## config.mk

```make
export PLATFORM = sky130hd
export DESIGN_NAME = camc_top
export DESIGN_NICKNAME = d
export VERILOG_FILES = /design/src/rtl/camc_pkg.sv /design/src/rtl/camc_sync.sv /design/src/rtl/camc_timebase.sv /design/src/rtl/camc_top.sv
export SDC_FILE = /design/constraint.sdc
export NUM_CORES = 1
export LEC_CHECK = 0
export BUFFER_PORTS_ARGS = -buffer_cell sky130_fd_sc_hd__buf_2
export CAP_MARGIN = 30
export CORE_MARGIN = 3
export CORE_UTILIZATION = 51
export CTS_CLUSTER_SIZE = 12
export DETAILED_ROUTE_END_ITERATION = 12
export GPL_TIMING_DRIVEN = 1
export PLACE_DENSITY_LB_ADDON = 0.08
export REMOVE_ABC_BUFFERS = 1
export SETUP_SLACK_MARGIN = 0.15
export SKIP_LAST_GASP = 1
export SYNTH_ARGS = -nofsm -noshare
export SYNTH_HDL_FRONTEND = slang
export SYNTH_HIERARCHICAL = 1
export SYNTH_SLANG_ARGS = --single-unit
```

## constraint.sdc

```tcl
create_clock -name sys_clk_in -period 2 [get_ports sys_clk_in]
set_input_delay 0.2 -clock sys_clk_in [delete_from_list [all_inputs] [get_ports sys_clk_in]]
set_output_delay 0.2 -clock sys_clk_in [all_outputs]
set_load 0.02 [all_outputs]
```

## src/rtl/camc_pkg.sv

```systemverilog
// Package with register map, field layouts, encodings and counts of the counter array configuration block.
package camc_pkg;

   localparam int          NUM_CH        = 6;
   localparam int          IDX_W         = 10;
   localparam int          CNT_W         = 16;

   // Register indices; the byte address on the bus is four times the index.
   localparam logic [9:0]  MODE_IDX      = 10'h0d9;
   localparam logic [9:0]  PWM_IDX       = 10'h0df;
   localparam logic [9:0]  STATUS_IDX    = 10'h0e0;
   localparam logic [9:0]  COUNT_IDX     = 10'h0e2;
   localparam logic [9:0]  WIN_BASE_IDX  = 10'h0e8;
   localparam logic [9:0]  WIN_SPAN      = 10'h00c;

   // Field positions in the status register and in the channel window read.
   localparam int          STATUS_OVF_BIT = 7;
   localparam int          HIGH_BYTE_LSB  = 8;

   // Reset values and counter maximum.
   localparam logic [7:0]  MODE_RESET    = 8'h40;
   localparam logic [7:0]  PWM_RESET     = 8'h00;
   localparam logic [15:0] CNT_RESET     = 16'h0000;
   localparam logic [15:0] CNT_MAX       = 16'hffff;

   // Timebase division counts.
   localparam int          SYS_DIV_SLOW  = 12;
   localparam int          SYS_DIV_FAST  = 4;
   localparam int          PIN_CLK_DIV   = 8;
   localparam int          ECI_MAX_DIV   = 4;
   localparam int          PRE_W         = 4;
   localparam logic [3:0]  PRE_LAST      = 4'(SYS_DIV_SLOW - 1);
   localparam logic [1:0]  FAST_LAST     = 2'(SYS_DIV_FAST - 1);
   localparam logic [2:0]  PIN_DIV_LAST  = 3'(PIN_CLK_DIV - 1);

   // Period widths handed to the PWM channels.
   localparam logic [4:0]  PERIOD_BASE   = 5'h08;
   localparam logic [4:0]  PERIOD_WIDE   = 5'h10;

   typedef enum logic [2:0]
   {
      TB_SYS_DIV12 = 3'h0,
      TB_SYS_DIV4  = 3'h1,
      TB_TIMER0    = 3'h2,
      TB_EXT_FALL  = 3'h3,
      TB_SYS       = 3'h4,
      TB_EXT_DIV8  = 3'h5,
      TB_RTC_DIV8  = 3'h6,
      TB_RESERVED  = 3'h7
   } camc_timebase_e;

   typedef enum logic [1:0]
   {
      CL_8  = 2'h0,
      CL_9  = 2'h1,
      CL_10 = 2'h2,
      CL_11 = 2'h3
   } camc_cycle_len_e;

   typedef struct packed
   {
      logic           idle_suspend;
      logic           wdog_enable;
      logic           wdog_enable_lock;
      logic           unused;
      camc_timebase_e timebase_select;
      logic           counter_ovf_irq_enable;
   } camc_mode_s;

   typedef struct packed
   {
      logic            reload_window_select;
      logic            cycle_ovf_irq_enable;
      logic            cycle_ovf_flag;
      logic [2:0]      unused;
      camc_cycle_len_e cycle_length_select;
   } camc_pwm_s;

   typedef struct packed
   {
      logic [4:0]  period_bits;
      logic        reload_active;
      logic [15:0] reload;
      logic [15:0] compare;
   } camc_chan_cfg_s;

endpackage

```

## src/rtl/camc_sync.sv

```systemverilog
// Three-stage input synchroniser that accepts a change once the last two stages agree.
`timescale 1ns/10ps
module camc_sync #(
   parameter int W = 1
) (
   input  wire logic         sys_clk_in,
   input  wire logic         arst_n_in,
   input  wire logic         ce_in,
   input  wire logic [W-1:0] async_in,
   output logic      [W-1:0] level_out
);
   logic [W-1:0] s1_q;
   logic [W-1:0] s2_q;
   logic [W-1:0] s3_q;

   // The first stage feeds only the second; the filter looks at stages two and three.
   always_ff @(posedge sys_clk_in or negedge arst_n_in)
   begin
      if (!arst_n_in)
      begin
         s1_q      <= '0;
         s2_q      <= '0;
         s3_q      <= '0;
         level_out <= '0;
      end
      else if (ce_in)
      begin
         s1_q <= async_in;
         s2_q <= s1_q;
         s3_q <= s2_q;
         for (int i = 0; i < W; i++)
         begin
            if (s2_q[i] == s3_q[i])
               level_out[i] <= s3_q[i];
         end
      end
   end
endmodule // camc_sync

```

## src/rtl/camc_timebase.sv

```systemverilog
// Counter increment source selection with prescaler and pin clock dividers.
`timescale 1ns/10ps
module camc_timebase (
   input  wire logic                     sys_clk_in,
   input  wire logic                     arst_n_in,
   input  wire logic                     ce_in,
   input  wire camc_pkg::camc_timebase_e sel_in,
   input  wire logic                     timer0_ovf_in,
   input  wire logic                     eci_level_in,
   input  wire logic                     ext_level_in,
   input  wire logic                     rtc_level_in,
   output logic                          tick_out
);
   import camc_pkg::*;

   logic [PRE_W-1:0] pre_q;
   logic             eci_q;
   logic             ext_q;
   logic             rtc_q;
   logic [2:0]       ext_div_q;
   logic [2:0]       rtc_div_q;
   logic             tick_d;

   always_ff @(posedge sys_clk_in or negedge arst_n_in)
   begin
      if (!arst_n_in)
      begin
         pre_q     <= '0;
         eci_q     <= 1'b0;
         ext_q     <= 1'b0;
         rtc_q     <= 1'b0;
         ext_div_q <= '0;
         rtc_div_q <= '0;
         tick_out  <= 1'b0;
      end
      else if (ce_in)
      begin
         pre_q <= (pre_q == PRE_LAST) ? '0 : pre_q + 1'b1;
         eci_q <= eci_level_in;
         ext_q <= ext_level_in;
         rtc_q <= rtc_level_in;
         if (ext_level_in && !ext_q)
            ext_div_q <= ext_div_q + 1'b1;
         if (rtc_level_in && !rtc_q)
            rtc_div_q <= rtc_div_q + 1'b1;
         tick_out <= tick_d;
      end
   end

   // Pin clocks are counted only after resynchronisation, so every pin-clock tick is one system clock wide.
   always_comb
   begin
      tick_d = 1'b0;
      unique case (sel_in)
         TB_SYS_DIV12: tick_d = (pre_q == PRE_LAST);
         TB_SYS_DIV4:  tick_d = (pre_q[1:0] == FAST_LAST);
         TB_TIMER0:    tick_d = timer0_ovf_in;
         TB_EXT_FALL:  tick_d = eci_q && !eci_level_in;
         TB_SYS:       tick_d = 1'b1;
         TB_EXT_DIV8:  tick_d = ext_level_in && !ext_q && (ext_div_q == PIN_DIV_LAST);
         TB_RTC_DIV8:  tick_d = rtc_level_in && !rtc_q && (rtc_div_q == PIN_DIV_LAST);
         TB_RESERVED:  tick_d = 1'b0;
      endcase
   end
endmodule // camc_timebase

```

## src/rtl/camc_top.sv

```systemverilog
// Mode and PWM configuration registers, main counter and overflow flags of the counter array.
`timescale 1ns/10ps

module camc_top (
   input  wire logic                                            sys_clk_in,
   input  wire logic                                            arst_n_in,
   input  wire logic                                            ce_in,
   input  wire logic                                            wb_cyc_in,
   input  wire logic                                            wb_stb_in,
   input  wire logic                                            wb_we_in,
   input  wire logic [11:0]                                     wb_adr_in,
   input  wire logic [3:0]                                      wb_sel_in,
   input  wire logic [31:0]                                     wb_dat_in,
   output logic      [31:0]                                     wb_dat_out,
   output logic                                                 wb_ack_out,
   input  wire logic                                            cpu_idle_in,
   input  wire logic                                            counter_run_in,
   input  wire logic                                            timer0_ovf_in,
   input  wire logic                                            ext_count_input_in,
   input  wire logic                                            ext_clk_in,
   input  wire logic                                            rtc_clk_in,
   input  wire logic [camc_pkg::NUM_CH-1:0]                     chan_pwm_en_in,
   input  wire logic [camc_pkg::NUM_CH-1:0]                     chan_pwm16_in,
   output camc_pkg::camc_chan_cfg_s [camc_pkg::NUM_CH-1:0]      chan_cfg_out,
   output logic      [15:0]                                     main_counter_out,
   output logic                                                 wdog_active_out,
   output logic                                                 irq_out
);
   import camc_pkg::*;

   camc_mode_s       mode_q;
   camc_pwm_s        pwm_q;
   logic             cnt_ovf_flag_q;
   logic [CNT_W-1:0] cnt_q;
   logic [15:0]      cmp_q [NUM_CH];
   logic [15:0]      rld_q [NUM_CH];
   logic             ack_q;
   logic [31:0]      dat_q;

   logic             req;
   logic [IDX_W-1:0] idx;
   logic             mapped;
   logic             wr_lane0;
   logic             wr_lane1;
   logic [IDX_W-1:0] win_off;
   logic             win_hit;
   logic [2:0]       win_ch;
   logic             win_high;
   camc_mode_s       mode_wr;
   camc_pwm_s        pwm_wr;
   logic [2:0]       pin_level;
   logic             tick;
   logic             run;
   logic             step;
   logic [CNT_W-1:0] cyc_mask;
   logic             cnt_wrap;
   logic             cyc_wrap;
   logic [31:0]      rd_d;
   logic [15:0]      win_word;

   // Request decode; address bits one and zero are ignored, so each register answers at four byte addresses.
   assign req      = wb_cyc_in && wb_stb_in && !ack_q;
   assign idx      = wb_adr_in[11:2];
   assign wr_lane0 = req && wb_we_in && wb_sel_in[0];
   assign wr_lane1 = req && wb_we_in && wb_sel_in[1];
   assign mode_wr  = wb_dat_in[7:0];
   assign pwm_wr   = wb_dat_in[7:0];
   assign win_off  = idx - WIN_BASE_IDX;
   assign win_hit  = (idx >= WIN_BASE_IDX) && (win_off < WIN_SPAN);
   assign win_ch   = win_off[3:1];
   assign win_high = win_off[0];

   // External pins are resynchronised before any edge logic sees them.
   camc_sync #(
      .W (3)
   ) u_sync (
      .sys_clk_in (sys_clk_in),
      .arst_n_in  (arst_n_in),
      .ce_in      (ce_in),
      .async_in   ({rtc_clk_in, ext_clk_in, ext_count_input_in}),
      .level_out  (pin_level)
   );

   camc_timebase u_timebase (
      .sys_clk_in    (sys_clk_in),
      .arst_n_in     (arst_n_in),
      .ce_in         (ce_in),
      .sel_in        (mode_q.timebase_select),
      .timer0_ovf_in (timer0_ovf_in),
      .eci_level_in  (pin_level[0]),
      .ext_level_in  (pin_level[1]),
      .rtc_level_in  (pin_level[2]),
      .tick_out      (tick)
   );

   // The watchdog forces the counter on; idle suspend still halts it so the watchdog sleeps with the CPU.
   assign run  = (counter_run_in || mode_q.wdog_enable)
                 && !(mode_q.idle_suspend && cpu_idle_in);
   assign step = run && tick;

   always_comb
   begin
      unique case (pwm_q.cycle_length_select)
         CL_8:  cyc_mask = 16'h00ff;
         CL_9:  cyc_mask = 16'h01ff;
         CL_10: cyc_mask = 16'h03ff;
         CL_11: cyc_mask = 16'h07ff;
      endcase
   end

   // Both wraps are judged on the step itself, so a flag rises at the edge that moves the counter.
   assign cnt_wrap = step && (cnt_q == CNT_MAX);
   assign cyc_wrap = step && ((cnt_q & cyc_mask) == cyc_mask);

   // Main counter.
   always_ff @(posedge sys_clk_in or negedge arst_n_in)
   begin
      if (!arst_n_in)
         cnt_q <= CNT_RESET;
      else if (ce_in && step)
         cnt_q <= cnt_q + 1'b1;
   end

   // Mode register: while the watchdog runs only its enable may change, and only when unlocked.
   always_ff @(posedge sys_clk_in or negedge arst_n_in)
   begin
      if (!arst_n_in)
         mode_q <= MODE_RESET;
      else if (ce_in && wr_lane0 && idx == MODE_IDX)
      begin
         if (mode_q.wdog_enable)
         begin
            if (!mode_q.wdog_enable_lock)
               mode_q.wdog_enable <= mode_wr.wdog_enable;
         end
         else
         begin
            mode_q.idle_suspend           <= mode_wr.idle_suspend;
            mode_q.wdog_enable_lock       <= mode_wr.wdog_enable_lock;
            mode_q.wdog_enable            <= mode_wr.wdog_enable || mode_wr.wdog_enable_lock;
            mode_q.unused                 <= 1'b0;
            mode_q.timebase_select        <= mode_wr.timebase_select;
            mode_q.counter_ovf_irq_enable <= mode_wr.counter_ovf_irq_enable;
         end
      end
   end

   // PWM configuration register; a hardware set wins over a clear in the same cycle.
   always_ff @(posedge sys_clk_in or negedge arst_n_in)
   begin
      if (!arst_n_in)
         pwm_q <= PWM_RESET;
      else if (ce_in)
      begin
         if (wr_lane0 && idx == PWM_IDX)
         begin
            pwm_q.reload_window_select <= pwm_wr.reload_window_select;
            pwm_q.cycle_ovf_irq_enable <= pwm_wr.cycle_ovf_irq_enable;
            pwm_q.cycle_ovf_flag       <= pwm_wr.cycle_ovf_flag || cyc_wrap;
            pwm_q.unused               <= 3'h0;
            pwm_q.cycle_length_select  <= pwm_wr.cycle_length_select;
         end
         else if (cyc_wrap)
            pwm_q.cycle_ovf_flag <= 1'b1;
      end
   end

   // Counter overflow flag; software may write it, hardware only sets it.
   always_ff @(posedge sys_clk_in or negedge arst_n_in)
   begin
      if (!arst_n_in)
         cnt_ovf_flag_q <= 1'b0;
      else if (ce_in)
      begin
         if (wr_lane0 && idx == STATUS_IDX)
            cnt_ovf_flag_q <= wb_dat_in[STATUS_OVF_BIT] || cnt_wrap;
         else if (cnt_wrap)
            cnt_ovf_flag_q <= 1'b1;
      end
   end

   // Per-channel compare and reload words behind the shared address window.
   generate
      for (genvar ch = 0; ch < NUM_CH; ch++)
      begin : g_chan
         logic sel_here;
         logic wr_low;
         logic wr_high;
         logic len_wide;

         assign sel_here = win_hit && (win_ch == 3'(ch));
         assign wr_low   = wr_lane0 && sel_here && !win_high;
         assign wr_high  = wr_lane0 && sel_here && win_high;
         assign len_wide = pwm_q.cycle_length_select != CL_8;

         always_ff @(posedge sys_clk_in or negedge arst_n_in)
         begin
            if (!arst_n_in)
            begin
               cmp_q[ch] <= 16'h0000;
               rld_q[ch] <= 16'h0000;
            end
            else if (ce_in)
            begin
               if (pwm_q.reload_window_select)
               begin
                  if (wr_low)
                     rld_q[ch][7:0] <= wb_dat_in[7:0];
                  if (wr_high)
                     rld_q[ch][15:8] <= wb_dat_in[7:0];
               end
               else
               begin
                  if (wr_low)
                     cmp_q[ch][7:0] <= wb_dat_in[7:0];
                  if (wr_high)
                     cmp_q[ch][15:8] <= wb_dat_in[7:0];
               end
            end
         end

         // A reload word leaves the block only for an 8-to-11-bit PWM channel with a widened period.
         always_ff @(posedge sys_clk_in or negedge arst_n_in)
         begin
            if (!arst_n_in)
               chan_cfg_out[ch] <= '0;
            else if (ce_in)
            begin
               chan_cfg_out[ch].period_bits <= chan_pwm16_in[ch] ? PERIOD_WIDE
                  : PERIOD_BASE + {3'h0, pwm_q.cycle_length_select};
               chan_cfg_out[ch].reload_active <= chan_pwm_en_in[ch] && !chan_pwm16_in[ch]
                                                 && len_wide;
               chan_cfg_out[ch].reload  <= (chan_pwm_en_in[ch] && !chan_pwm16_in[ch] && len_wide)
                                           ? rld_q[ch] : 16'h0000;
               chan_cfg_out[ch].compare <= cmp_q[ch];
            end
         end
      end
   endgenerate

   // Window read picks the bank named by the select bit; an index past the last channel reads zero.
   always_comb
   begin
      win_word = 16'h0000;
      for (int i = 0; i < NUM_CH; i++)
      begin
         if (win_ch == 3'(i))
            win_word = pwm_q.reload_window_select ? rld_q[i] : cmp_q[i];
      end
   end

   // Read data; unmapped addresses answer with zero and ignore writes.
   always_comb
   begin
      rd_d   = 32'h0000_0000;
      mapped = 1'b1;
      if (idx == MODE_IDX)
         rd_d[7:0] = {mode_q.idle_suspend, mode_q.wdog_enable, mode_q.wdog_enable_lock,
                      1'b0, mode_q.timebase_select, mode_q.counter_ovf_irq_enable};
      else if (idx == PWM_IDX)
         rd_d[7:0] = {pwm_q.reload_window_select, pwm_q.cycle_ovf_irq_enable,
                      pwm_q.cycle_ovf_flag, 3'h0, pwm_q.cycle_length_select};
      else if (idx == STATUS_IDX)
         rd_d[STATUS_OVF_BIT] = cnt_ovf_flag_q;
      else if (idx == COUNT_IDX)
         rd_d[15:0] = cnt_q;
      else if (win_hit)
         rd_d[7:0] = win_high ? win_word[15:HIGH_BYTE_LSB] : win_word[7:0];
      else
         mapped = 1'b0;
   end

   // Bus answer: one wait state, ack for one cycle, data held from the ack until the next read request.
   always_ff @(posedge sys_clk_in or negedge arst_n_in)
   begin
      if (!arst_n_in)
      begin
         ack_q <= 1'b0;
         dat_q <= 32'h0000_0000;
      end
      else if (ce_in)
      begin
         ack_q <= req;
         if (req && !wb_we_in)
            dat_q <= mapped ? rd_d : 32'h0000_0000;
      end
   end

   assign wb_ack_out = ack_q;
   assign wb_dat_out = dat_q;

   // Registered status outputs.
   always_ff @(posedge sys_clk_in or negedge arst_n_in)
   begin
      if (!arst_n_in)
      begin
         irq_out          <= 1'b0;
         wdog_active_out  <= 1'b1;
         main_counter_out <= CNT_RESET;
      end
      else if (ce_in)
      begin
         irq_out          <= (cnt_ovf_flag_q && mode_q.counter_ovf_irq_enable)
                             || (pwm_q.cycle_ovf_flag && pwm_q.cycle_ovf_irq_enable);
         wdog_active_out  <= mode_q.wdog_enable;
         main_counter_out <= cnt_q;
      end
   end

   // The lane-one strobe is accepted but every writable register here is one byte wide.
   logic unused_lane1;
   assign unused_lane1 = wr_lane1;

endmodule // camc_top

```

# Word-level counts from Yosys, hierarchy flattened
# Cells that the tools add are included.
word_totals:
  regBits: 526
  input_bits: 72
  out_inout_bits: 279
  word_cells: 283
op_classes:
  n_addsub: 6
  magnitude_cmp: 2
  n_eq_ne: 28
  muxes: 50
  bitwise: 3
  n_reduce_logical: 117
ops:
  columns: ["op", "n"]
  rows:
  - ["16-bit 2-to-1 mux", 19]
  - ["8-bit 2-to-1 mux", 9]
  - ["3-bit AND reduction", 24]
  - ["16-bit one-hot mux with 4 select lines", 1]
  - ["1-bit logical AND", 59]
  - ["10-bit by 8-bit equality test with 1-bit output, second input constant", 4]
  - ["5-bit 2-to-1 mux", 6]
  - ["3-bit equality test, second input constant", 8]
  - ["2-bit AND reduction", 10]
  - ["16-bit by 1-bit adder with 16-bit output, second input constant", 1]
  - ["16-bit AND", 1]
  - ["16-bit equality test", 1]
  - ["16-bit equality test, second input constant", 1]
  - ["1-bit logical NOT", 13]
  - ["3-bit by 2-bit equality test with 1-bit output, second input constant", 4]
  - ["1-bit 2-to-1 mux", 12]
  - ["10-bit by 8-bit greater-or-equal comparator with 1-bit output, second input constant", 1]
  - ["10-bit by 4-bit less-than comparator with 1-bit output, second input constant", 1]
  - ["10-bit by 8-bit subtractor with 10-bit output, second input constant", 1]
  - ["1-bit one-hot mux with 8 select lines", 1]
  - ["7-bit 2-to-1 mux", 1]
  - ["3-bit by 1-bit adder with 3-bit output, second input constant", 2]
  - ["2-bit equality test, second input constant", 3]
  - ["3-bit by 1-bit equality test with 1-bit output, second input constant", 2]
  - ["other kinds (11)", 21]

# Logic depth before layout (Yosys ltp)
# Gate-level depths: netlist (run 1).
depth:
  ltp_word: 15
  depth_mapped: 11
  ltp_nobuf: 8

# By module
# The synthesis (run 1) kept the hierarchy.
modules_own_cells:
  columns: ["mod", "n_inst", "cells_per_inst", "area_per_inst_um2", "seq_area_each_um2"]
  rows:
  - ["camc_top", 1, 1508, 20363.3, 11964.0]
  - ["camc_timebase", 1, 58, 690.7, 350.3]
  - ["camc_sync", 1, 38, 495.5, 300.3]

# Worst setup path before layout (run 1)
# OpenSTA, ideal clock, no wires.
synth_path:
  kind: "input to register"
  from: "in wb_adr_in[5]"
  to: "reg cmp_q[23] in the netlist's numbering"
  setup_ps: 125
  arrival_ps: 2219
  required_time_ps: 1875
  slack_ps: -344
  stages: 10
  path_buffers: 2
  cell_sequence: "buf_2 -> inv_1 -> ha_1 -> xnor2_1 -> nor4b_2 -> and2_1 -> buf_4 -> nand4b_4 -> nor3_4 -> mux2_2"
synth_via:
  elab_chain_cells: 7
  elab_cells_between_ends: 9
  cone_classes: "1 x add/sub; 2 x order compare; 1 x eq/ne; 5 x reduce/logical"
synth_rtl:
  columns: ["element", "line", "text"]
  rows:
  - ["from (decl)", "camc_top.sv:11", "input wire logic [11:0] wb_adr_in,"]
  - ["10-bit by 8-bit subtractor with 10-bit output", "camc_top.sv:68", "assign win_off = idx - WIN_BASE_IDX;"]
  - ["10-bit by 4-bit less-than comparator with 1-bit output", "camc_top.sv:69", "assign win_hit = (idx >= WIN_BASE_IDX) && (win_off < WIN_SPAN);"]
  - ["1-bit logical AND", "camc_top.sv:69", null]
  - ["1-bit logical AND (*)", "camc_top.sv:191", "assign sel_here = win_hit && (win_ch == 3'(ch));"]
  - ["1-bit logical AND (*) (2 in series)", "camc_top.sv:192", "assign wr_low = wr_lane0 && sel_here && !win_high;"]
  - ["3-bit AND reduction (no line) (*)", null, null]
  - ["to (signal, indexed assignment)", "camc_top.sv:215", "cmp_q[ch][7:0] <= wb_dat_in[7:0];"]
  - ["to (signal, indexed assignment)", "camc_top.sv:217", "cmp_q[ch][15:8] <= wb_dat_in[7:0];"]
  - ["to (decl)", "camc_top.sv:35", "logic [15:0] cmp_q [NUM_CH];"]
# Every way passes the cells marked *; elsewhere a longest branch is shown, timed or not.
# A chain may end at the register's enable or synchronous reset.

# Final worst setup path (run 1)
layout_path:
  from: "reg pwm_q[7] in the netlist's numbering"
  to: "reg dat_q[0] (netlist: wb_dat_out[0])"
layout_via:
  elab_chain_cells: 14
  elab_cells_between_ends: 19
  cone_classes: "19 x mux"
layout_rtl:
  columns: ["element", "line", "text"]
  rows:
  - ["from (decl)", "camc_top.sv:32", "camc_pwm_s pwm_q;"]
  - ["16-bit 2-to-1 mux", "camc_top.sv:248", "win_word = pwm_q.reload_window_select ? rld_q[i] : cmp_q[i];"]
  - ["16-bit 2-to-1 mux (5 in series)", "camc_top.sv:247", "if (win_ch == 3'(i))"]
  - ["16-bit 2-to-1 mux (*)", "camc_top.sv:247", null]
  - ["8-bit 2-to-1 mux (*)", "camc_top.sv:268", "rd_d[7:0] = win_high ? win_word[15:HIGH_BYTE_LSB] : win_word[7:0];"]
  - ["8-bit 2-to-1 mux (*)", "camc_top.sv:267", "else if (win_hit)"]
  - ["8-bit 2-to-1 mux (*)", "camc_top.sv:265", "else if (idx == COUNT_IDX)"]
  - ["7-bit 2-to-1 mux (*)", "camc_top.sv:263", "else if (idx == STATUS_IDX)"]
  - ["8-bit 2-to-1 mux (*)", "camc_top.sv:260", "else if (idx == PWM_IDX)"]
  - ["8-bit 2-to-1 mux (*)", "camc_top.sv:257", "if (idx == MODE_IDX)"]
  - ["16-bit 2-to-1 mux (*)", "camc_top.sv:285", "dat_q <= mapped ? rd_d : 32'h0000_0000;"]
  - ["to (signal assigned)", "camc_top.sv:285", null]
  - ["to (decl)", "camc_top.sv:38", "logic [31:0] dat_q;"]
# Marks and branches as above.

==> results of run 1 <==
repair_timing:
action,4_1_cts,5_1_grt
pin swaps,34,19
gates cloned,1,1
setup buffers,17,14
hold buffers,11,0
resized for setup,109,135
setup endpoints to repair,208,314
hold endpoints to repair,441,0
power groups by stage:
stage,combinational (mW),clock [mW],sequential (mW)
floorplan,0.626,0,10.9
global placement,1.53,0,10.8
detailed placement,1.57,0,10.8
CTS,1.64,9.51,10.7
global route,1.82,9.94,10.7
finish,1.66,9.36,10.7
layer usage:
| layer | track usage, % | vias to the layer above | routed length [um] |
|---|---|---|---|
| met5 | 0 | - | 0 |
| met4 | 6.63 | 0 | 1340 |
| met3 | 4.77 | 85 | 3660 |
| met2 | 46.2 | 494 | 30700 |
| met1 | 40.9 | 7925 | 29000 |
| li1 | - | 6764 | - |
synthesized netlist by cell type (4+ instances only):
| library cell | count |
|---|---|
| sky130_fd_sc_hd__dfrtp_1 | 502 |
| sky130_fd_sc_hd__mux2_2 | 341 |
| sky130_fd_sc_hd__a22o_1 | 100 |
| sky130_fd_sc_hd__clkbuf_1 | 70 |
| sky130_fd_sc_hd__nand2_1 | 59 |
| sky130_fd_sc_hd__mux2i_1 | 54 |
| sky130_fd_sc_hd__o21ai_0 | 48 |
| sky130_fd_sc_hd__a21oi_1 | 31 |
| sky130_fd_sc_hd__nor2_1 | 29 |
| sky130_fd_sc_hd__nor2b_1 | 28 |
| sky130_fd_sc_hd__a211oi_1 | 26 |
| sky130_fd_sc_hd__buf_4 | 26 |
| sky130_fd_sc_hd__nand3_1 | 24 |
| sky130_fd_sc_hd__o22ai_1 | 23 |
| sky130_fd_sc_hd__inv_1 | 21 |
| sky130_fd_sc_hd__buf_2 | 17 |
| sky130_fd_sc_hd__o31ai_1 | 15 |
| sky130_fd_sc_hd__xnor2_1 | 13 |
| sky130_fd_sc_hd__nand2_2 | 10 |
| sky130_fd_sc_hd__nor2_2 | 10 |
| sky130_fd_sc_hd__buf_1 | 9 |
| sky130_fd_sc_hd__nand3b_1 | 9 |
| sky130_fd_sc_hd__nand4_1 | 9 |
| sky130_fd_sc_hd__a211o_1 | 7 |
| sky130_fd_sc_hd__a21o_1 | 7 |
| sky130_fd_sc_hd__ha_1 | 7 |
| sky130_fd_sc_hd__nand2b_1 | 7 |
| sky130_fd_sc_hd__nor3_1 | 7 |
| sky130_fd_sc_hd__nor3b_1 | 7 |
| sky130_fd_sc_hd__and2_1 | 5 |
| sky130_fd_sc_hd__and3_1 | 5 |
| sky130_fd_sc_hd__xor2_1 | 5 |
| sky130_fd_sc_hd__mux4_2 | 4 |
| sky130_fd_sc_hd__o32a_1 | 4 |
| sky130_fd_sc_hd__or2_2 | 4 |
state kept, by name (all words and copies together) (netlist names), 3 cells and up:
signal                flops
mode_q                    7
main_counter_out         16
u_timebase/rtc_div_q      3
u_sync/level_out          3
u_sync/s2_q               3
wb_dat_out               16
u_timebase/ext_div_q      3
cnt_q                    16
u_timebase/pre_q          4
u_sync/s1_q               3
u_sync/s3_q               3
cmp_q                    96
chan_cfg_out            222
pwm_q                     5
rld_q                    96
worst max path at each step:
stage                   from             to  depth (start not counted)
finish              pwm_q[7]  wb_dat_out[0]                          9
global route        pwm_q[7]  wb_dat_out[5]                         10
CTS                 pwm_q[7]  wb_dat_out[7]                         10
detailed placement  pwm_q[7]  wb_dat_out[7]                          8
global placement    pwm_q[7]  wb_dat_out[7]                          8
floorplan           pwm_q[7]  wb_dat_out[7]                          6
critical path, cell delays in order (launching register included):
cell and delay (ns):
sky130_fd_sc_hd__dfrtp_4 0.51, sky130_fd_sc_hd__buf_12 0.16, sky130_fd_sc_hd__buf_12 0.15, sky130_fd_sc_hd__buf_4 0.14
sky130_fd_sc_hd__nor2b_1 0.10, sky130_fd_sc_hd__a211oi_1 0.06, sky130_fd_sc_hd__o22ai_1 0.41, sky130_fd_sc_hd__a21oi_1 0.16
sky130_fd_sc_hd__o32a_1 0.25, sky130_fd_sc_hd__o21ai_1 0.13
cell families (layout without fill, tap and decap cells):
family	after synthesis	after routing	share of synthesized area, %
flops	504	504	58.5
mux	403	403	21.0
compound gates	290	290	9.84
simple gates	235	235	6.31
buf+inv	146	629	3.18
xor+xnor	18	18	0.732
fa+ha+maj	7	7	0.406
other cells	1	23	0.0174
layout make-up:
class | instances | area (um2)
diodes | 1 | 2.50
clock inverters | 9 | 66.3
multi-input cells | 975 | 9200
fillers | 3132 | 13400
repair buffers | 516 | 3710
inverters | 22 | 90.1
well taps | 532 | 666
clock buffers | 82 | 1580
flip-flops and latches | 504 | 12600
metrics by stage:
stage	hold WS [ns]	instance area, um2	worst slack [ns]	setup TNS, ns
after global routing	0.0702	27900	-0.198	-15.20
after detailed placement	0.162	24800	-0.565	-67.28
after floorplan	-0.0956	21000	-2.64	-478.01
final	0.0610	27900	-0.162	-9.64
after global placement	0.161	24800	-0.605	-64.54
after CTS	0.0231	27200	-0.151	-4.84
==> flow_metrics.py, run 1 <==
metrics = {
    "setup_path": {
        "arrival_ns": 2.67,
        "rrSetupSlack_ns": -0.16,
        "r2r-start": "pwm_q[7]",
        "critPathMaxFanout": 11,
        "cp-start-kind": "flip-flop",
        "reg2regPathDepth": 9,
        "worst-endpoint-required_ns": 2.51,
        "crit_type": "flip-flop to flip-flop",
        "worstSetupEndpointType": "flip-flop",
        "capture_point_of_the_worst_reg_to_reg_path": "wb_dat_out[0]",
    },
    "power_and_ir_drop": {
        "comb_power_share_pct": 7.7,
        "max-vdd-ir-drop_v": 0.000587,
        "p_clk_share_pct": 43.2,
        "seq_power_share_pct": 49.2,
        "power.switching_fraction_pct": 23.9,
        "power_per_cell_area_nw_per_um2": 776,
        "p_int_mw": 16.5,
        "total_chip_power_mw": 21.7,
        "switching_power_mw": 5.18,
        "p_leak_nw": 14.1,
    },
    "synthesis": {
        "netlist-cell-type-count": 79,
        "postSynthRegisterBits": 504,
        "count_of_yosys_warnings_during_synthesis": 6,
        "portion_of_synthesized_cell_area_occupied_by_the_leading_cell_type_pct": 58.3,
        "yosysTopAreaCell": "sky130_fd_sc_hd__dfrtp_1",
        "mapped_avg_cell_area_um2": 13.4,
        "asyncSetResetFlopFracSynth_pct": 100,
        "synth_seq_area_share_pct": 58.5,
        "synth_area_um2": 21500,
        "synth_flop_cell": "sky130_fd_sc_hd__dfrtp_1",
        "number_of_enable_type_register_cells_in_the_synthesized_netlist": 0,
        "synth.top_cells.by_area": "sky130_fd_sc_hd__dfrtp_1 (58%), sky130_fd_sc_hd__mux2_2 (18%), sky130_fd_sc_hd__a22o_1 (4.1%)",
        "synthCells": 1604,
    },
    "cells_and_area": {
        "syn2layout_area_growth_pct": 29.6,
        "post_layout_nonfiller_instances": 2641,
        "drive_above_1_share_pct": 48.6,
        "most_common_cell_after_layout_fill_and_taps_aside": "sky130_fd_sc_hd__dfrtp_1",
        "nets": 2151,
        "postLayoutCoreUtil_pct": 67.6,
        "layout_common_cells": "sky130_fd_sc_hd__dfrtp_1 (501), sky130_fd_sc_hd__buf_2 (297), sky130_fd_sc_hd__mux2_2 (241), sky130_fd_sc_hd__buf_4 (148), sky130_fd_sc_hd__mux2_4 (104)",
    },
    "route": {
        "vias_per_cell": 5.78,
        "detail_route.wirelength_mm": 64.7,
        "routedWlPerCell_um": 24.5,
        "drtIter0Drc": 1035,
        "remaining_drc_errors": 0,
        "dr_total_vias": 15268,
        "detailedRoute.firstPassIterationCount": 5,
        "drtAntennaViolNets": 0,
    },
    "sta": {
        "final.period_utilization_pct": 108,
        "finalSetupViolations": 146,
        "tightest_slew_ns": 0.834,
        "setup_repair_after_global_routing_missed_its_margin": "true",
        "final_critical_path_setup_slack_ns": -0.162,
        "max_clock_freq_mhz": 462,
        "timing_max_transition_violations_final": 0,
        "max_slew_margin_pct": 44.4,
        "skew_ns": 0.0248,
        "hold_violations": 0,
        "min_period_ns": 2.16,
    },
    "floorplan": {
        "placementRows": 74,
        "ios": 351,
        "die_y_um": 212,
        "total_die_area_um2": 44800,
        "dieWidth_um": 212,
        "start_util_pct": 52.2,
        "coreArea_um2": 41300,
    },
    "global_routing": {
        "first_global_vias": 15580,
        "total_routing_resource_utilization_after_global_routing_pct": 28.5,
        "initial_antenna_violation_count": 0,
        "grt_max_degree": 76,
        "grt_pass1_wl_mm": 97.3,
        "globalRoute.totalOverflow": 0,
    },
    "clock_tree": {
        "numCtsBuffers": 53,
        "cts_num_sinks": 504,
        "clock_insertion_delay_worst_skew_ns": 0.60,
        "clock_root_cell": "sky130_fd_sc_hd__clkbuf_16",
        "clk_pin_slew_ns": 0.06,
        "htree_levels": 2,
        "cts_tree": "done",
        "clockBufferDepth": 3,
    },
    "outcome": {
        "violated_checks": "negative setup slack",
        "run_status": "finished, violations left",
    },
    "placed_design": {
        "dp.final_hpwl_mm": 44.7,
        "port_buffers": 299,
        "dp.cells": 2505,
        "globalplace.congestion": 0.956,
    },
    "worst_hold_path": {
        "hold-path-cell-count": 4,
        "min_path_type": "primary input to flip-flop",
        "min_from": "wb_we_in",
        "whs_endpoint": "wb_dat_out[0]",
    },
    "flow_run": {
        "timing.max_cap.violations": 0,
    },
}
Power figures use the tool's default switching activity.
==> run 2, diff against run 1 <==
--- a/config.mk
+++ b/config.mk
@@ -7,8 +7,10 @@
 export LEC_CHECK = 0
 export BUFFER_PORTS_ARGS = -buffer_cell sky130_fd_sc_hd__buf_2
 export CAP_MARGIN = 30
+export CELL_PAD_IN_SITES_DETAIL_PLACEMENT = 1
+export CELL_PAD_IN_SITES_GLOBAL_PLACEMENT = 2
 export CORE_MARGIN = 3
-export CORE_UTILIZATION = 51
+export CORE_UTILIZATION = 35
 export CTS_CLUSTER_SIZE = 12
 export DETAILED_ROUTE_END_ITERATION = 12
 export GPL_TIMING_DRIVEN = 1
==> run 2 against run 1 <==
- the flow still finishes with violations (negative setup slack)
- non-clock buffer count increased by 24
- sequential share of layout area decreased by 0.73 points
- power increased by 5.8%
- first-iteration DRC count decreased by 23%
- global-route usage decreased by 6.0 points
- combinational power increased by 5%
- die area increased by 44%
- fmax decreased by 2.3%
==> flow_metrics.py, run 2 (synthesized netlist as in run 1, its figures left out) <==
metrics = {
    "cells_and_area": {
        "syn2layout_area_growth_pct": 31.7,
        "most_common_cell_after_layout_fill_and_taps_aside": "sky130_fd_sc_hd__dfrtp_1",
        "largest_register_ff_count": 222,
        "nets": 2179,
        "layout_common_cells": "sky130_fd_sc_hd__dfrtp_1 (501), sky130_fd_sc_hd__mux2_2 (339), sky130_fd_sc_hd__buf_2 (297), sky130_fd_sc_hd__buf_4 (170), sky130_fd_sc_hd__a22o_1 (100)",
        "insertedDiodeCount": 0,
        "postLayoutCoreUtil_pct": 46.9,
        "drive_above_1_share_pct": 49.4,
        "layout_top_registers": "chan_cfg_out x222, cmp_q x96, rld_q x96",
        "seq_area_um2": 12600,
        "multi_input_area_um2": 8800,
        "fill_cells": 6228,
        "max_flop_register": "chan_cfg_out",
    },
    "floorplan": {
        "ios": 351,
        "die_y_um": 254,
        "coreArea_um2": 60600,
        "start_util_pct": 35.6,
        "total_die_area_um2": 64600,
        "placementRows": 90,
        "dieWidth_um": 254,
    },
    "route": {
        "vias_per_cell": 5.22,
        "dr_total_vias": 15262,
        "remaining_drc_errors": 0,
        "detailedRoute.firstPassIterationCount": 4,
        "drtAntennaViolNets": 0,
        "detail_route.wirelength_mm": 74.2,
        "drtIter0Drc": 792,
        "routedWlPerCell_um": 25.4,
    },
    "global_routing": {
        "global_route.usage.met1_pct": 31.4,
        "globalRoute.totalOverflow": 0,
        "grt_use_met2_pct": 37.2,
        "grt_pass1_wl_mm": 109,
        "initial_antenna_violation_count": 4,
        "grt.met3_usage_pct": 3.10,
        "first_global_vias": 16510,
        "total_routing_resource_utilization_after_global_routing_pct": 22.6,
        "grt_max_degree": 72,
        "busiest_metal_layer_after_global_routing": "met2",
    },
    "clock_tree": {
        "htree_levels": 2,
        "clockBufferDepth": 3,
        "cts_tree": "done",
        "clk_pin_slew_ns": 0.06,
        "clock_root_cell": "sky130_fd_sc_hd__clkbuf_16",
        "clock_insertion_delay_worst_skew_ns": 0.61,
        "numCtsBuffers": 57,
        "cts_num_sinks": 504,
    },
    "power_and_ir_drop": {
        "power_per_cell_area_nw_per_um2": 808,
        "p_clk_share_pct": 45.9,
        "max-vdd-ir-drop_v": 0.000596,
        "seq_power_share_pct": 46.5,
        "p_int_mw": 17.4,
        "comb_power_share_pct": 7.6,
        "power.switching_fraction_pct": 24.0,
        "switching_power_mw": 5.50,
        "p_leak_nw": 14.3,
    },
    "sta": {
        "setup_repair_after_global_routing_missed_its_margin": "true",
        "tightest_slew_ns": 0.798,
        "min_period_ns": 2.21,
        "max_slew_margin_pct": 46.8,
        "setup-tns-final_ns": -6.51,
        "finalHoldWorstSlack_ns": 0.0527,
        "skew_ns": 0.0204,
        "hold_violations": 0,
        "finalSetupViolations": 124,
        "final.period_utilization_pct": 111,
        "final_critical_path_setup_slack_ns": -0.212,
        "max_clock_freq_mhz": 452,
        "timing_max_transition_violations_final": 0,
    },
    "worst_hold_path": {
        "min_from": "wb_dat_in[7]",
        "min_path_type": "primary input to flip-flop",
    },
    "setup_path": {
        "arrival_ns": 2.69,
        "crit_type": "flip-flop to flip-flop",
        "timing.critical_path.from": "pwm_q[7]",
        "worst-endpoint-required_ns": 2.48,
        "worstSetupEndpointType": "flip-flop",
        "cp-start-kind": "flip-flop",
        "r2r-start": "pwm_q[7]",
        "critPathMaxFanout": 6,
    },
    "outcome": {
        "run_status": "finished, violations left",
        "violated_checks": "negative setup slack",
    },
    "placed_design": {
        "dp.final_hpwl_mm": 53.2,
        "port_buffers": 299,
        "globalplace.congestion": 0.834,
    },
    "flow_run": {
        "timing.max_cap.violations": 0,
    },
}
[run 2: changes by cell type in the layout (fill, tap and decap cells not counted), moves of 7 or more]
cell / previous run / this run
sky130_fd_sc_hd__mux2_2: 241 / 339
sky130_fd_sc_hd__buf_12: 28 / 41
sky130_fd_sc_hd__buf_4: 148 / 170
sky130_fd_sc_hd__mux2_4: 104 / 3
sky130_fd_sc_hd__buf_8: 8 / 1
sky130_fd_sc_hd__clkbuf_16: 55 / 64
sky130_fd_sc_hd__nor2_2: 0 / 8
sky130_fd_sc_hd__nor2_4: 12 / 5
[run 2: area by class of cell]
class | count | share of cell area (%)
clock buffers | 87 | 6.07
clock inverters | 16 | 0.573
inverters | 22 | 0.300
multi-input cells | 975 | 31.0
flip-flops and latches | 504 | 44.5
well taps | 782 | 3.45
repair buffers | 540 | 14.2
[run 2: worst paths after layout]
| path | depth (start not counted) | end | slack (ns) |
|---|---|---|---|
| hold reg to reg | 2 | wb_dat_out[9] | 0.46 |
| setup reg to reg | 7 | wb_dat_out[4] | -0.21 |
| setup / recovery | 7 | wb_dat_out[4] | -0.21 |
| max in group asynchronous | 4 | rld_q[45] | 1.12 |
| min in group asynchronous | 2 | chan_cfg_out[56] | 0.11 |
| hold / removal | 2 | rld_q[7] | 0.05 |
[run 2: worst max-delay path, cell delays in order (launching register included)]
cell                      delay, ns
sky130_fd_sc_hd__dfrtp_4       0.48
sky130_fd_sc_hd__buf_6         0.17
sky130_fd_sc_hd__buf_12        0.15
sky130_fd_sc_hd__mux4_2        0.51
sky130_fd_sc_hd__mux2_2        0.32
sky130_fd_sc_hd__a21oi_4       0.19
sky130_fd_sc_hd__a211o_1       0.19
sky130_fd_sc_hd__a21oi_1       0.08
[run 2: power by group through the flow]
stage          clock (mW)  sequential (mW)  combinational (mW)
2_1_floorplan           0             10.9               0.626
3_3_place_gp            0             10.8                1.65
3_5_place_dp            0             10.8                1.70
4_1_cts              10.8             10.7                1.75
5_1_grt              11.3             10.7                1.91
6_report             10.5             10.7                1.74
[run 2: what timing repair did]
action / 4_1_cts / 5_1_grt
setup buffers: 3 / 25
gates resized for setup: 41 / 66
gates cloned: 0 / 5
hold endpoints to repair: 379 / 0
pin swaps: 10 / 26
hold buffers: 10 / 0
endpoints found under the setup margin: 207 / 218
[run 2: per-stage QoR]
stage,worst slack [ns],std cells,cell area (um2),power [mW]
after global routing,-0.275,2926,28400,23.9
after floorplan,-2.64,1501,21000,11.5
after global placement,-0.517,2780,25500,12.5
final,-0.212,2926,28400,22.9
after detailed placement,-0.548,2780,25500,12.5
after CTS,-0.231,2896,27700,23.2
[run 2: metal layers]
metal / share of wire [%] / vias up
met1: 46 / 8000
met2: 48 / 336
li1: - / 6830
met4: 2.6 / 2
met3: 4.1 / 94
met5: 0.018 / -
